$ cat config.mk
export PLATFORM = sky130hd
export DESIGN_NAME = audio_serial_port
export DESIGN_NICKNAME = d
export VERILOG_FILES = /design/src/audio_serial_port_pkg.sv /design/src/audio_serial_port.sv /design/src/sample_skid_buffer.sv
export SDC_FILE = /design/constraint.sdc
export NUM_CORES = 1
export LEC_CHECK = 0
export BUFFER_PORTS_ARGS = -buffer_cell sky130_fd_sc_hd__clkbuf_2
export CAP_MARGIN = 20
export CORE_MARGIN = 2
export CORE_UTILIZATION = 35
export DETAILED_ROUTE_END_ITERATION = 12
export GPL_ROUTABILITY_DRIVEN = 0
export GPL_TIMING_DRIVEN = 0
export RECOVER_POWER = 50
export SLEW_MARGIN = 30
export SYNTH_ARGS = -nofsm -noshare
export SYNTH_HDL_FRONTEND = slang
export SYNTH_SLANG_ARGS = --single-unit
$ cat constraint.sdc
create_clock -name mclk -period 43.3 [get_ports mclk]
set_input_delay 8.66 -clock mclk [delete_from_list [all_inputs] [get_ports mclk]]
set_output_delay 8.66 -clock mclk [all_outputs]
set_load 0.05 [all_outputs]
$ cat src/audio_serial_port_pkg.sv
/*
 Package for the multichannel TDM audio serial port: formats, config and sample structs,
 field widths and timing constants.
 Assumes one port instance per interface; the core clock mclk runs at 10 MHz.
*/
package audio_serial_port_pkg;
	localparam int CHANNELS = 8;
	localparam int CH_W = 3;
	localparam int WORD_MAX = 32;
	localparam int LEN_W = 6;
	localparam int FRAME_W = 10;
	localparam int DIV_W = 8;
	localparam int CLK_PERIOD_NS = 100;
	localparam int SYNC_STAGES = 3;
	localparam logic [DIV_W-1:0] DIV_RESET = 8'h02;
	localparam logic [LEN_W-1:0] SLOT_LEN_RESET = 6'h20;
	localparam logic [LEN_W-1:0] WORD_LEN_RESET = 6'h18;
	localparam logic [FRAME_W-1:0] FRAME_LEN_RESET = 10'h040;

	typedef enum logic [1:0] {
		fmt_dsp_a,
		fmt_dsp_b,
		fmt_i2s,
		fmt_left_just
	} format_e;

	typedef enum logic [1:0] {
		tdm_drive_zero,
		tdm_tristate,
		tdm_hold_last
	} tdm_mode_e;

	typedef struct packed {
		format_e format;
		logic bclk_master;
		logic lrclk_master;
		logic bclk_force;
		logic lrclk_force;
		logic bclk_invert;
		logic lrclk_invert;
		tdm_mode_e tdm_mode;
		logic [DIV_W-1:0] bclk_div;
		logic [LEN_W-1:0] slot_len;
		logic [LEN_W-1:0] word_len;
		logic [FRAME_W-1:0] frame_len;
		logic [CHANNELS-1:0] tx_enable;
		logic [CHANNELS-1:0] rx_enable;
		logic [CHANNELS*CH_W-1:0] tx_slot;
		logic [CHANNELS*CH_W-1:0] rx_slot;
	} port_cfg_s;

	typedef struct packed {
		logic [CH_W-1:0] channel;
		logic [WORD_MAX-1:0] data;
	} sample_s;
endpackage

$ cat src/audio_serial_port.sv
/*
 Multichannel TDM audio serial port: bit clock and frame clock master or slave, four
 framing formats, eight TX and eight RX channels placed in time slots.
 Assumes config is held steady while channels run; TX samples come in per channel with
 valid/ready, RX samples leave through a two-entry buffer.
*/
// Functional notes
// - Eight TX and eight RX channels, TX and RX configured separately; instantiate twice.
//   Here TX and RX share format, lengths and clocks; only enables and slots are separate.
// - Pins: serial data out, serial data in, bit clock, frame clock.
// - Master drives both clocks; slave takes them from the partner.
// - Formats DSP A, DSP B, I2S, left-justified.
// - Left-justified and DSP B only allowed when master of both clocks.
// - Words shifted MSB first on transmit and receive.
// - Samples are signed two's complement, passed through unchanged.
// - DSP: MSB on first (B) or second (A) bit clock rise after frame rise.
// - DSP: right slot follows left LSB directly; trailing clocks unused.
// - Mono PCM uses the left (slot zero) position both ways.
// - I2S: MSB on second rise after each frame clock edge.
// - Left-justified: MSB on first rise after each frame clock edge.
// - Bit clock and frame clock polarities can be inverted.
// - Single stereo pair sits in slot zero.
// - All channels of a port share one frame rate.
// - Each channel enabled separately, one assigned slot each.
// - DSP slots consecutive; I2S/LJ even slots first half, odd second.
// - Slot length, word length and frame length are configurable.
// - Data output may tristate outside own slots, selectable behaviour.
// - Master clocks run only while a channel is enabled, unless forced.
// - Frame clock is derived from the bit clock.
`timescale 1ns/1ps
module audio_serial_port #(
	parameter int CHANNELS = audio_serial_port_pkg::CHANNELS,
	parameter int WORD_MAX = audio_serial_port_pkg::WORD_MAX
) (
	input wire logic mclk,
	input wire logic reset_n,
	input wire audio_serial_port_pkg::port_cfg_s cfg,
	input wire logic [CHANNELS*WORD_MAX-1:0] tx_sample,
	input wire logic [CHANNELS-1:0] tx_valid,
	output logic [CHANNELS-1:0] tx_ready,
	output audio_serial_port_pkg::sample_s rx_sample,
	output logic rx_valid,
	input wire logic rx_ready,
	output logic rx_overrun,
	output logic cfg_error,
	output logic serial_data_out,
	output logic serial_data_out_oe,
	input wire logic serial_data_in,
	input wire logic bclk_in,
	output logic bclk_out,
	output logic bclk_oe,
	input wire logic lrclk_in,
	output logic lrclk_out,
	output logic lrclk_oe
);
	localparam int LW = audio_serial_port_pkg::LEN_W;
	localparam int FW = audio_serial_port_pkg::FRAME_W;
	localparam int CW = audio_serial_port_pkg::CH_W;

	function automatic logic [CW-1:0] slot_of(input logic [CHANNELS*CW-1:0] map, input int ch);
		slot_of = map[ch*CW +: CW];
	endfunction

	// Word-bit flag, slot and bit in slot for a bit count; slots past the last are dropped
	function automatic logic [CW+LW:0] slot_decode(input audio_serial_port_pkg::port_cfg_s c,
		input logic [FW-1:0] cnt);
		logic dsp;
		logic upper;
		logic [FW-1:0] half;
		logic [FW-1:0] ld;
		logic [FW-1:0] hp;
		logic [FW-1:0] p;
		logic [FW-1:0] idx;
		logic [CW-1:0] sl;
		logic [LW-1:0] b;
		logic ok;
		dsp = (c.format == audio_serial_port_pkg::fmt_dsp_a)
			|| (c.format == audio_serial_port_pkg::fmt_dsp_b);
		half = {1'b0, c.frame_len[FW-1:1]};
		ld = '0;
		if (c.format == audio_serial_port_pkg::fmt_dsp_a
			|| c.format == audio_serial_port_pkg::fmt_i2s) begin
			ld = FW'(1);
		end
		upper = !dsp && (cnt >= half);
		hp = upper ? cnt - half : cnt;
		p = hp - ld;
		idx = '0;
		b = '0;
		if (c.slot_len != '0) begin
			idx = p / c.slot_len;
			b = LW'(p % c.slot_len);
		end
		if (dsp) begin
			sl = CW'(idx);
		end else begin
			sl = CW'({idx, upper});
		end
		ok = (hp >= ld) && (c.slot_len != '0) && (b < c.word_len)
			&& (idx < (dsp ? FW'(CHANNELS) : FW'(CHANNELS / 2)));
		slot_decode = {ok, sl, b};
	endfunction

	// ----------------------------------------------------------------
	// Pin synchronisers and mode checks
	// ----------------------------------------------------------------
	logic [2:0] bclk_sync_q;
	logic [2:0] lrclk_sync_q;
	logic [2:0] din_sync_q;
	logic bclk_stable_q;
	logic lrclk_stable_q;
	logic din_stable_q;
	logic any_enable;
	logic mode_ok;

	always_ff @(posedge mclk or negedge reset_n) begin
		if (!reset_n) begin
			bclk_sync_q <= 3'h0;
			lrclk_sync_q <= 3'h0;
			din_sync_q <= 3'h0;
			bclk_stable_q <= 1'b0;
			lrclk_stable_q <= 1'b0;
			din_stable_q <= 1'b0;
		end else begin
			bclk_sync_q <= {bclk_sync_q[1:0], bclk_in ^ cfg.bclk_invert};
			lrclk_sync_q <= {lrclk_sync_q[1:0], lrclk_in ^ cfg.lrclk_invert};
			din_sync_q <= {din_sync_q[1:0], serial_data_in};
			if (bclk_sync_q[1] == bclk_sync_q[2]) begin
				bclk_stable_q <= bclk_sync_q[2];
			end
			if (lrclk_sync_q[1] == lrclk_sync_q[2]) begin
				lrclk_stable_q <= lrclk_sync_q[2];
			end
			if (din_sync_q[1] == din_sync_q[2]) begin
				din_stable_q <= din_sync_q[2];
			end
		end
	end

	assign any_enable = |cfg.tx_enable || |cfg.rx_enable;
	// Left-justified and DSP B need both clocks mastered here
	assign mode_ok = (cfg.format == audio_serial_port_pkg::fmt_dsp_a)
		|| (cfg.format == audio_serial_port_pkg::fmt_i2s)
		|| (cfg.bclk_master && cfg.lrclk_master);
	assign cfg_error = !mode_ok;

	// ----------------------------------------------------------------
	// Master bit clock divider and bit-clock edge events
	// ----------------------------------------------------------------
	logic [audio_serial_port_pkg::DIV_W-1:0] div_cnt_q;
	logic bclk_gen_q;
	logic bclk_run;
	logic bclk_now;
	logic bclk_prev_q;
	logic rise;
	logic fall;

	assign bclk_run = cfg.bclk_master && (any_enable || cfg.bclk_force);

	always_ff @(posedge mclk or negedge reset_n) begin
		if (!reset_n) begin
			div_cnt_q <= audio_serial_port_pkg::DIV_RESET;
			bclk_gen_q <= 1'b0;
		end else if (!bclk_run) begin
			div_cnt_q <= '0;
			bclk_gen_q <= 1'b0;
		end else if (div_cnt_q >= cfg.bclk_div) begin
			div_cnt_q <= '0;
			bclk_gen_q <= ~bclk_gen_q;
		end else begin
			div_cnt_q <= div_cnt_q + 1'b1;
		end
	end

	assign bclk_now = cfg.bclk_master ? bclk_gen_q : bclk_stable_q;

	always_ff @(posedge mclk or negedge reset_n) begin
		if (!reset_n) begin
			bclk_prev_q <= 1'b0;
		end else begin
			bclk_prev_q <= bclk_now;
		end
	end

	assign rise = bclk_now && !bclk_prev_q;
	assign fall = !bclk_now && bclk_prev_q;

	// ----------------------------------------------------------------
	// Frame counter; frame clock derived from the bit clock
	// ----------------------------------------------------------------
	logic [FW-1:0] bit_cnt_q;
	logic lrclk_gen_q;
	logic lrclk_prev_q;
	logic is_dsp;
	logic frame_start;
	logic [FW-1:0] half_len;
	logic [FW-1:0] bit_nxt;
	logic resync;
	logic [CW+LW:0] rx_dec;
	logic [CW+LW:0] tx_dec;
	logic [CW-1:0] cur_slot;
	logic [LW-1:0] bit_in_slot;
	logic data_bit;
	logic [CW-1:0] tx_cur_slot;
	logic [LW-1:0] tx_bit_in_slot;
	logic tx_data_bit;

	assign is_dsp = (cfg.format == audio_serial_port_pkg::fmt_dsp_a)
		|| (cfg.format == audio_serial_port_pkg::fmt_dsp_b);
	assign half_len = {1'b0, cfg.frame_len[FW-1:1]};
	// Slave frame start: frame clock edge seen at a bit-clock fall
	assign frame_start = cfg.lrclk_master
		? (fall && (bit_cnt_q == cfg.frame_len - 1'b1))
		: (fall && (lrclk_stable_q != lrclk_prev_q)
			&& (is_dsp ? lrclk_stable_q : !lrclk_stable_q));
	// Slave I2S and left-justified: the rising frame edge marks the second half
	assign resync = !cfg.lrclk_master && !is_dsp && fall && (lrclk_stable_q != lrclk_prev_q);

	// Count this fall moves to; transmit decodes it so each bit leads its receive rise
	always_comb begin
		bit_nxt = bit_cnt_q;
		if (frame_start) begin
			bit_nxt = '0;
		end else if (resync) begin
			bit_nxt = half_len;
		end else if (bit_cnt_q != {FW{1'b1}}) begin
			bit_nxt = bit_cnt_q + 1'b1;
		end
	end

	always_ff @(posedge mclk or negedge reset_n) begin
		if (!reset_n) begin
			bit_cnt_q <= '0;
			lrclk_prev_q <= 1'b0;
		end else if (fall) begin
			lrclk_prev_q <= lrclk_stable_q;
			bit_cnt_q <= bit_nxt;
		end
	end

	// Frame clock changes on the falling bit-clock edge so it is stable at the rise
	always_ff @(posedge mclk or negedge reset_n) begin
		if (!reset_n) begin
			lrclk_gen_q <= 1'b0;
		end else if (!(cfg.lrclk_master && (any_enable || cfg.lrclk_force))) begin
			lrclk_gen_q <= 1'b0;
		end else if (fall) begin
			if (is_dsp) begin
				lrclk_gen_q <= (bit_cnt_q == cfg.frame_len - 1'b1);
			end else begin
				lrclk_gen_q <= (bit_cnt_q + 1'b1 >= half_len)
					&& (bit_cnt_q != cfg.frame_len - 1'b1);
			end
		end
	end

	// Receive decodes the current count, transmit the count of the coming bit period
	assign rx_dec = slot_decode(cfg, bit_cnt_q);
	assign tx_dec = slot_decode(cfg, bit_nxt);
	assign data_bit = rx_dec[CW+LW] && mode_ok;
	assign cur_slot = rx_dec[CW+LW-1:LW];
	assign bit_in_slot = rx_dec[LW-1:0];
	assign tx_data_bit = tx_dec[CW+LW] && mode_ok;
	assign tx_cur_slot = tx_dec[CW+LW-1:LW];
	assign tx_bit_in_slot = tx_dec[LW-1:0];

	// ----------------------------------------------------------------
	// Transmit: load channel word at slot start, shift MSB first
	// ----------------------------------------------------------------
	logic [WORD_MAX-1:0] tx_shift_q;
	logic tx_active_q;
	logic dout_q;
	logic oe_q;
	logic [CHANNELS-1:0] tx_hit;
	logic [CHANNELS*WORD_MAX-1:0] tx_hold_q;
	logic [CHANNELS-1:0] tx_hold_valid_q;

	generate
		for (genvar c = 0; c < CHANNELS; c++) begin : g_tx
			assign tx_hit[c] = cfg.tx_enable[c]
				&& (slot_of(cfg.tx_slot, c) == tx_cur_slot);
			assign tx_ready[c] = !tx_hold_valid_q[c];
		end
	endgenerate

	always_ff @(posedge mclk or negedge reset_n) begin
		if (!reset_n) begin
			tx_hold_valid_q <= '0;
			tx_hold_q <= '0;
		end else begin
			for (int c = 0; c < CHANNELS; c++) begin
				if (tx_valid[c] && !tx_hold_valid_q[c]) begin
					tx_hold_valid_q[c] <= 1'b1;
					tx_hold_q[c*WORD_MAX +: WORD_MAX] <= tx_sample[c*WORD_MAX +: WORD_MAX];
				end else if (fall && tx_data_bit && tx_bit_in_slot == '0 && tx_hit[c]) begin
					tx_hold_valid_q[c] <= 1'b0;
				end
			end
		end
	end

	// Data changes on the bit-clock fall, partner samples on the rise
	always_ff @(posedge mclk or negedge reset_n) begin
		if (!reset_n) begin
			tx_shift_q <= '0;
			tx_active_q <= 1'b0;
			dout_q <= 1'b0;
			oe_q <= 1'b0;
		end else if (fall) begin
			tx_active_q <= tx_data_bit && |tx_hit;
			if (tx_data_bit && |tx_hit) begin
				if (tx_bit_in_slot == '0) begin
					for (int c = 0; c < CHANNELS; c++) begin
						if (tx_hit[c]) begin
							dout_q <= tx_hold_q[c*WORD_MAX + WORD_MAX - 1];
							tx_shift_q <= tx_hold_q[c*WORD_MAX +: WORD_MAX] << 1;
						end
					end
				end else begin
					dout_q <= tx_shift_q[WORD_MAX-1];
					tx_shift_q <= tx_shift_q << 1;
				end
				oe_q <= 1'b1;
			end else begin
				case (cfg.tdm_mode)
					audio_serial_port_pkg::tdm_tristate: oe_q <= 1'b0;
					audio_serial_port_pkg::tdm_hold_last: oe_q <= 1'b1;
					default: begin
						dout_q <= 1'b0;
						oe_q <= 1'b1;
					end
				endcase
			end
		end
	end

	assign serial_data_out = dout_q;
	assign serial_data_out_oe = oe_q && any_enable;

	// ----------------------------------------------------------------
	// Receive: sample on the rise, MSB first, deliver through buffer
	// ----------------------------------------------------------------
	logic [WORD_MAX-1:0] rx_shift_q;
	logic [CW-1:0] rx_chan_q;
	logic rx_push_q;
	logic buf_in_ready;
	logic [CHANNELS-1:0] rx_hit;
	audio_serial_port_pkg::sample_s rx_word;

	generate
		for (genvar c = 0; c < CHANNELS; c++) begin : g_rx
			assign rx_hit[c] = cfg.rx_enable[c] && (slot_of(cfg.rx_slot, c) == cur_slot);
		end
	endgenerate

	always_ff @(posedge mclk or negedge reset_n) begin
		if (!reset_n) begin
			rx_shift_q <= '0;
			rx_chan_q <= '0;
			rx_push_q <= 1'b0;
			rx_overrun <= 1'b0;
		end else begin
			rx_push_q <= 1'b0;
			if (rx_push_q && !buf_in_ready) begin
				rx_overrun <= 1'b1;
			end
			if (rise && data_bit && |rx_hit) begin
				rx_shift_q <= {rx_shift_q[WORD_MAX-2:0], din_stable_q};
				for (int c = 0; c < CHANNELS; c++) begin
					if (rx_hit[c]) begin
						rx_chan_q <= CW'(c);
					end
				end
				if (bit_in_slot == cfg.word_len - 1'b1) begin
					rx_push_q <= 1'b1;
				end
			end
		end
	end

	// Left-align the received word so the sign sits at the top bit
	assign rx_word.channel = rx_chan_q;
	assign rx_word.data = rx_shift_q << (LW'(WORD_MAX) - cfg.word_len);

	sample_skid_buffer #(
		.WIDTH($bits(audio_serial_port_pkg::sample_s))
	) u_rx_buffer (
		.mclk(mclk),
		.reset_n(reset_n),
		.in_data(rx_word),
		.in_valid(rx_push_q),
		.in_ready(buf_in_ready),
		.out_data(rx_sample),
		.out_valid(rx_valid),
		.out_ready(rx_ready)
	);

	// ----------------------------------------------------------------
	// Clock pins
	// ----------------------------------------------------------------
	assign bclk_out = bclk_gen_q ^ cfg.bclk_invert;
	assign bclk_oe = cfg.bclk_master;
	assign lrclk_out = lrclk_gen_q ^ cfg.lrclk_invert;
	assign lrclk_oe = cfg.lrclk_master;
endmodule

$ cat src/sample_skid_buffer.sv
/*
 Two-entry buffer with valid/ready on both sides.
 Assumes a single clock; ready on the fill side drops only when both entries are held.
*/
`timescale 1ns/1ps
module sample_skid_buffer #(
	parameter int WIDTH = 35
) (
	input wire logic mclk,
	input wire logic reset_n,
	input wire logic [WIDTH-1:0] in_data,
	input wire logic in_valid,
	output logic in_ready,
	output logic [WIDTH-1:0] out_data,
	output logic out_valid,
	input wire logic out_ready
);
	logic [WIDTH-1:0] mem_q [2];
	logic wr_ptr_q;
	logic rd_ptr_q;
	logic [1:0] count_q;
	logic push;
	logic pop;

	assign in_ready = (count_q != 2'h2);
	assign out_valid = (count_q != 2'h0);
	assign push = in_valid && in_ready;
	assign pop = out_valid && out_ready;
	assign out_data = mem_q[rd_ptr_q];

	always_ff @(posedge mclk or negedge reset_n) begin
		if (!reset_n) begin
			wr_ptr_q <= 1'b0;
			rd_ptr_q <= 1'b0;
			count_q <= 2'h0;
		end else begin
			if (push) begin
				wr_ptr_q <= ~wr_ptr_q;
			end
			if (pop) begin
				rd_ptr_q <= ~rd_ptr_q;
			end
			count_q <= count_q + {1'b0, push} - {1'b0, pop};
		end
	end

	always_ff @(posedge mclk) begin
		if (push) begin
			mem_q[wr_ptr_q] <= in_data;
		end
	end
endmodule

==> results_dict.tcl, run 1 <==
set metrics [dict create \
    status "finished with violations" \
    violations "capacitance limit, slew limit" \
    critPathArrivalTime_ps 37900 \
    port_buffers 422 \
    crit_top_cell "o21a_1" \
    ff2ff_setup_slack_ps 13900 \
    antenna_found_initial 25 \
    tns_ps 0 \
    ant_nets 0 \
    routedWlPerCell_um 21.53 \
    yosys.area.top_type "dfrtp_1" \
    synth-seq-cells 442 \
    first_global_vias 24800 \
    cts_buffer_depth 3 \
    place_area_um2 33570 \
    dp_hpwl_um 78600 \
    syn_area_um2 29810 \
    coreArea_um2 84750 \
    synth_warnings 0 \
    r2r_cells 126 \
    maxCapViolCount 4 \
    yosys-top-cells-area "dfrtp_1, mux2_2, edfxtp_1, ha_1, mux2i_1" \
    crit_end "tx_shift_q[11]" \
    via_count 24660 \
    reg2reg_from "bclk_gen_q" \
    clk_latency_ps 610 \
    synthFlopType "dfrtp_1" \
    rows 107 \
    layout_common_cells "clkbuf_2, dfrtp_1, mux2_2" \
    synth.distinct_cells 127 \
    root_buffer "clkbuf_16" \
    synth_cells 2883 \
    worst_hold_path_type "reg2reg" \
    worstSetupEndpointType "flip-flop" \
    synth_edf_count 70 \
    postSynth.asyncResetShare_pct 84.16 \
    slew_headroom_pct -170.1 \
    cp_data_required_time_ps 43770 \
    dr.pass1.iters 5 \
    cts_inserted_buffers 51 \
    dieArea_um2 87520 \
    die_y_um 295.8 \
    grt_max_degree 78 \
    finalNetCount 3896 \
    slowest_stage "a41oi_1" \
    timing.rr.end "tx_shift_q[11]" \
    dp.cells 4456 \
    finish.cell_count_without_fillers 4561 \
    design_area_um2 35280 \
    worst_slew_pin_slew_ps 4052 \
    clock-sinks 442 \
    finalCritPeriodShare_pct 86.44 \
    fmax_mhz 26.72 \
    slew_viol_final 236 \
    grt_first_pass_wirelength_um 148700 \
    cts.repair.resized 0 \
    pin_count 426 \
    synth_seq_area_share_pct 38.28 \
    finalHoldViolCount 0 \
    drive_gt1_share_pct 28.29 \
    die_x_um 295.8 \
    syn2layout_area_growth_pct 18.36 \
    htree_levels 2 \
    min_period_ps 37430 \
    viasPerCell 5.406 \
    track_usage_pct 22.10 \
    netlist.area_leader.share_pct 31.14 \
    finClkSkew_ps 22.56 \
    rsz0062_at_grt "no" \
    crit_start "cfg[65]" \
    criticalPathCategory "in2reg" \
    drc 0 \
    avgSynthCellArea_um2 10.34 \
    post_cts_buffers 0 \
    cts_tree "built" \
    cp_max_fo 10 \
    overflow 0 \
    startpoint_type "input pin" \
    mostFrequentLayoutCell "clkbuf_2" \
    post-route-util_pct 41.63 \
    wl_um 98200 \
    setup_violations 0 \
    cp_slowest_stage_delay_ps 650 \
    synth_nets 3414 \
    clkTransAtPathRegs_ps 60 \
    initial_core_util_pct 35.18 \
    dr.first_iter.drc_count 1756 \
    holdBufCountCts 0 \
]
==> registers in the layout (all words and copies together) (netlist names), 2 cells and up <==
register             count
bit_cnt_q               10
din_sync_q               3
bclk_sync_q              3
lrclk_sync_q             3
rx_shift_q              32
u_rx_buffer.mem_q       70
tx_shift_q              31
div_cnt_q                8
u_rx_buffer.count_q      2
rx_chan_q                3
tx_hold_valid_q          8
tx_hold_q              256
==> through the flow <==
| stage | hold WS [ps] | setup slack [ps] |
|---|---|---|
| after global placement | 333.5 | 5794 |
| final | 348.4 | 5874 |
| after CTS | 350.8 | 6265 |
| after detailed placement | 334.7 | 5748 |
| after floorplan | 331.2 | 11690 |
| after global routing | 358.4 | 3518 |
==> kinds of logic (layout without fill, tap and decap cells) <==
kind of cell / Yosys count / in the layout / share of synthesized area [%]
adders and majority gates: 160 / 160 / 6.791
xor gates and xnor gates: 143 / 143 / 4.252
muxes: 450 / 450 / 17.13
buffers and inverters: 247 / 771 / 3.526
and+or+nand+nor: 728 / 728 / 12.62
other: 0 / 10 / 0
DFF: 442 / 442 / 38.28
AOI/OAI and AO/OA: 713 / 713 / 17.39
==> worst min-delay path by stage <==
| stage | cells past startpoint | endpoint | startpoint | slack, ps |
|---|---|---|---|---|
| 5_1_grt | 0 | din_sync_q[1] | din_sync_q[0] | 360 |
| 4_1_cts | 0 | bclk_sync_q[1] | bclk_sync_q[0] | 350 |
| 3_3_place_gp | 0 | lrclk_sync_q[1] | lrclk_sync_q[0] | 330 |
| 2_1_floorplan | 0 | bclk_sync_q[1] | bclk_sync_q[0] | 330 |
| 3_5_place_dp | 0 | lrclk_sync_q[1] | lrclk_sync_q[0] | 330 |
| 6_report | 0 | bclk_sync_q[1] | bclk_sync_q[0] | 350 |
==> synthesized netlist by cell type, drive strengths merged, types with 70 or more instances <==
master / count
dfrtp: 371
mux2: 353
nand2: 182
o21ai: 172
nor2: 165
ha: 153
a21oi: 112
clkbuf: 100
inv: 96
mux2i: 87
xnor2: 83
a21o: 74
edfxtp: 70
nor3: 70
==> critical path: cells and delay by family <==
kind | cells | cell delay (ps)
simple gates | 44 | 7820
compound gates | 55 | 13010
fa+ha+maj | 14 | 4170
buf+inv | 12 | 2810
mux | 5 | 1310
==> layout make-up <==
class,instances,area (um2)
tap,1144,1431
antenna,10,25.02
inverter,96,360.3
sequential,442,11410
clock buffer,64,1426
buffer,151,690.7
clock inverter,31,396.6
multi-input combinational,2194,17360
fill,8274,49460
timing repair buffer,429,2178
==> routing by layer <==
layer  vias up  global-route usage, %  share of wire, %
met5         -                      0              0.17
met4        28                  6.116               2.7
met3       169                  5.853               7.9
met2       777                  37.77                48
met1     11970                  27.39                42
li1      11710                      -                 -
Power of run 1 is not shown: default switching activity piles up to over one toggle a cycle in this logic, so the estimate is an artifact.
==> inputs of run 2 (changes only) <==
Settings changed: CORE_UTILIZATION 35 to 60, PLACE_DENSITY set to 0.84.
==> run 2 against run 1 <==
Setup slack gained 360 ps; cell count shrank 11%; cell area shrank 2.5%; worst hold slack gained 4.9 ps; largest cell class unchanged; the flow still finishes with violations (capacitance limit, slew limit); via count grew 6.9%; sequential cell count is the same.
==> results_dict.tcl, run 2 (synthesis results as in run 1) <==
set metrics [dict create \
    fmax_mhz 26.98 \
    post-route-util_pct 70.25 \
    crit_top_cell "o21a_1" \
    whs_ps 353.3 \
    cp_data_required_time_ps 43740 \
    register_area_um2 11410 \
    viasPerCell 6.478 \
    coreArea_um2 48950 \
    via_count 26370 \
    min_period_ps 37070 \
    drc 0 \
    slew_viol_final 381 \
    grt_max_degree 86 \
    cts_buffer_depth 3 \
    critPathArrivalTime_ps 37510 \
    layout_common_cells "clkbuf_2, dfrtp_1, mux2_2" \
    dp_hpwl_um 73450 \
    port_buffers 422 \
    path_buf_inv 12 \
    cts_inserted_buffers 45 \
    crit_family "compound AO/OA/AOI/OAI gates" \
    finalCritPeriodShare_pct 85.61 \
    antenna_found_initial 13 \
    die_x_um 226.9 \
    finalNetCount 3889 \
    clkTransAtPathRegs_ps 60 \
    rows 81 \
    holdBufCountCts 0 \
    tns_ps 0 \
    setup_violations 0 \
    largest_register_ffs 256 \
    violations "capacitance limit, slew limit" \
    slowest_stage "o21ai_0" \
    routedWlPerCell_um 23.13 \
    worst_slew_pin_slew_ps 4440 \
    root_buffer "clkbuf_16" \
    worst_hold_path_type "reg2reg" \
    die_y_um 226.9 \
    dr.first_iter.drc_count 2530 \
    ant_nets 0 \
    syn2layout_area_growth_pct 15.35 \
    clk_latency_ps 580 \
    mostFrequentLayoutCell "clkbuf_2" \
    dr.pass1.iters 9 \
    wl_um 94120 \
    drive_gt1_share_pct 27.70 \
    initial_core_util_pct 60.90 \
    track_usage_pct 36.24 \
    nFillCells 3499 \
    top_register "tx_hold_q" \
    rsz0062_at_grt "no" \
    cp_slowest_stage_delay_ps 590 \
    dieArea_um2 51480 \
    post_cts_buffers 0 \
    top_regs "tx_hold_q: 256 flops, u_rx_buffer.mem_q: 70 flops, rx_shift_q: 32 flops" \
    pin_count 426 \
    maxCapViolCount 5 \
    cts_tree "built" \
    status "finished with violations" \
    clock-sinks 442 \
    finClkSkew_ps 20.35 \
    first_global_vias 26770 \
    finalHoldViolCount 0 \
    startpoint_type "input pin" \
    htree_levels 2 \
    cts.repair.resized 0 \
    overflow 0 \
    criticalPathCategory "in2reg" \
    cp_max_fo 10 \
    grt_first_pass_wirelength_um 144600 \
    worstSetupEndpointType "flip-flop" \
    multi_input_area_um2 17360 \
    slew_headroom_pct -196.0 \
]
run 2: stage by stage:
step | instance area, um2 | setup WS [ps] | instances
after floorplan | 29810 | 11690 | 2883
after global placement | 32750 | 7431 | 3969
after detailed placement | 32950 | 6517 | 3975
after CTS | 34520 | 7004 | 4058
after global routing | 34370 | 4479 | 4063
final | 34390 | 6229 | 4070
run 2: worst paths after layout:
check	end	startpoint	slack (ps)	depth (start not counted)
max	tx_shift_q[6]	cfg[65]	6230	131
max reg2reg	tx_shift_q[6]	bclk_gen_q	14340	127
max in group asynchronous	rx_shift_q[29]	reset_n	26380	3
min reg2reg	bclk_sync_q[1]	bclk_sync_q[0]	350	0
min in group asynchronous	tx_hold_q[119]	reset_n	8960	1
min	bclk_sync_q[1]	bclk_sync_q[0]	350	0
run 2: layout make-up:
class,count,share of cell area (%)
Inverter,96,1.048
Clock inverter,18,0.8260
Multi-Input combinational cell,2194,50.48
Sequential cell,442,33.19
Antenna cell,12,0.08733
Clock buffer,65,3.759
Tap cell,664,2.416
Buffer,151,2.009
Timing Repair Buffer,428,6.182
run 2: routing by layer:
metal | vias up | global-route usage (%) | part of all wire, %
li1 | 11670 | - | -
met5 | - | 0 | 0.086
met1 | 12740 | 42.98 | 37
met3 | 422 | 8.164 | 9.2
met4 | 12 | 20.59 | 6.2
met2 | 1523 | 60.76 | 48
Power of run 2 is left out for the same reason.
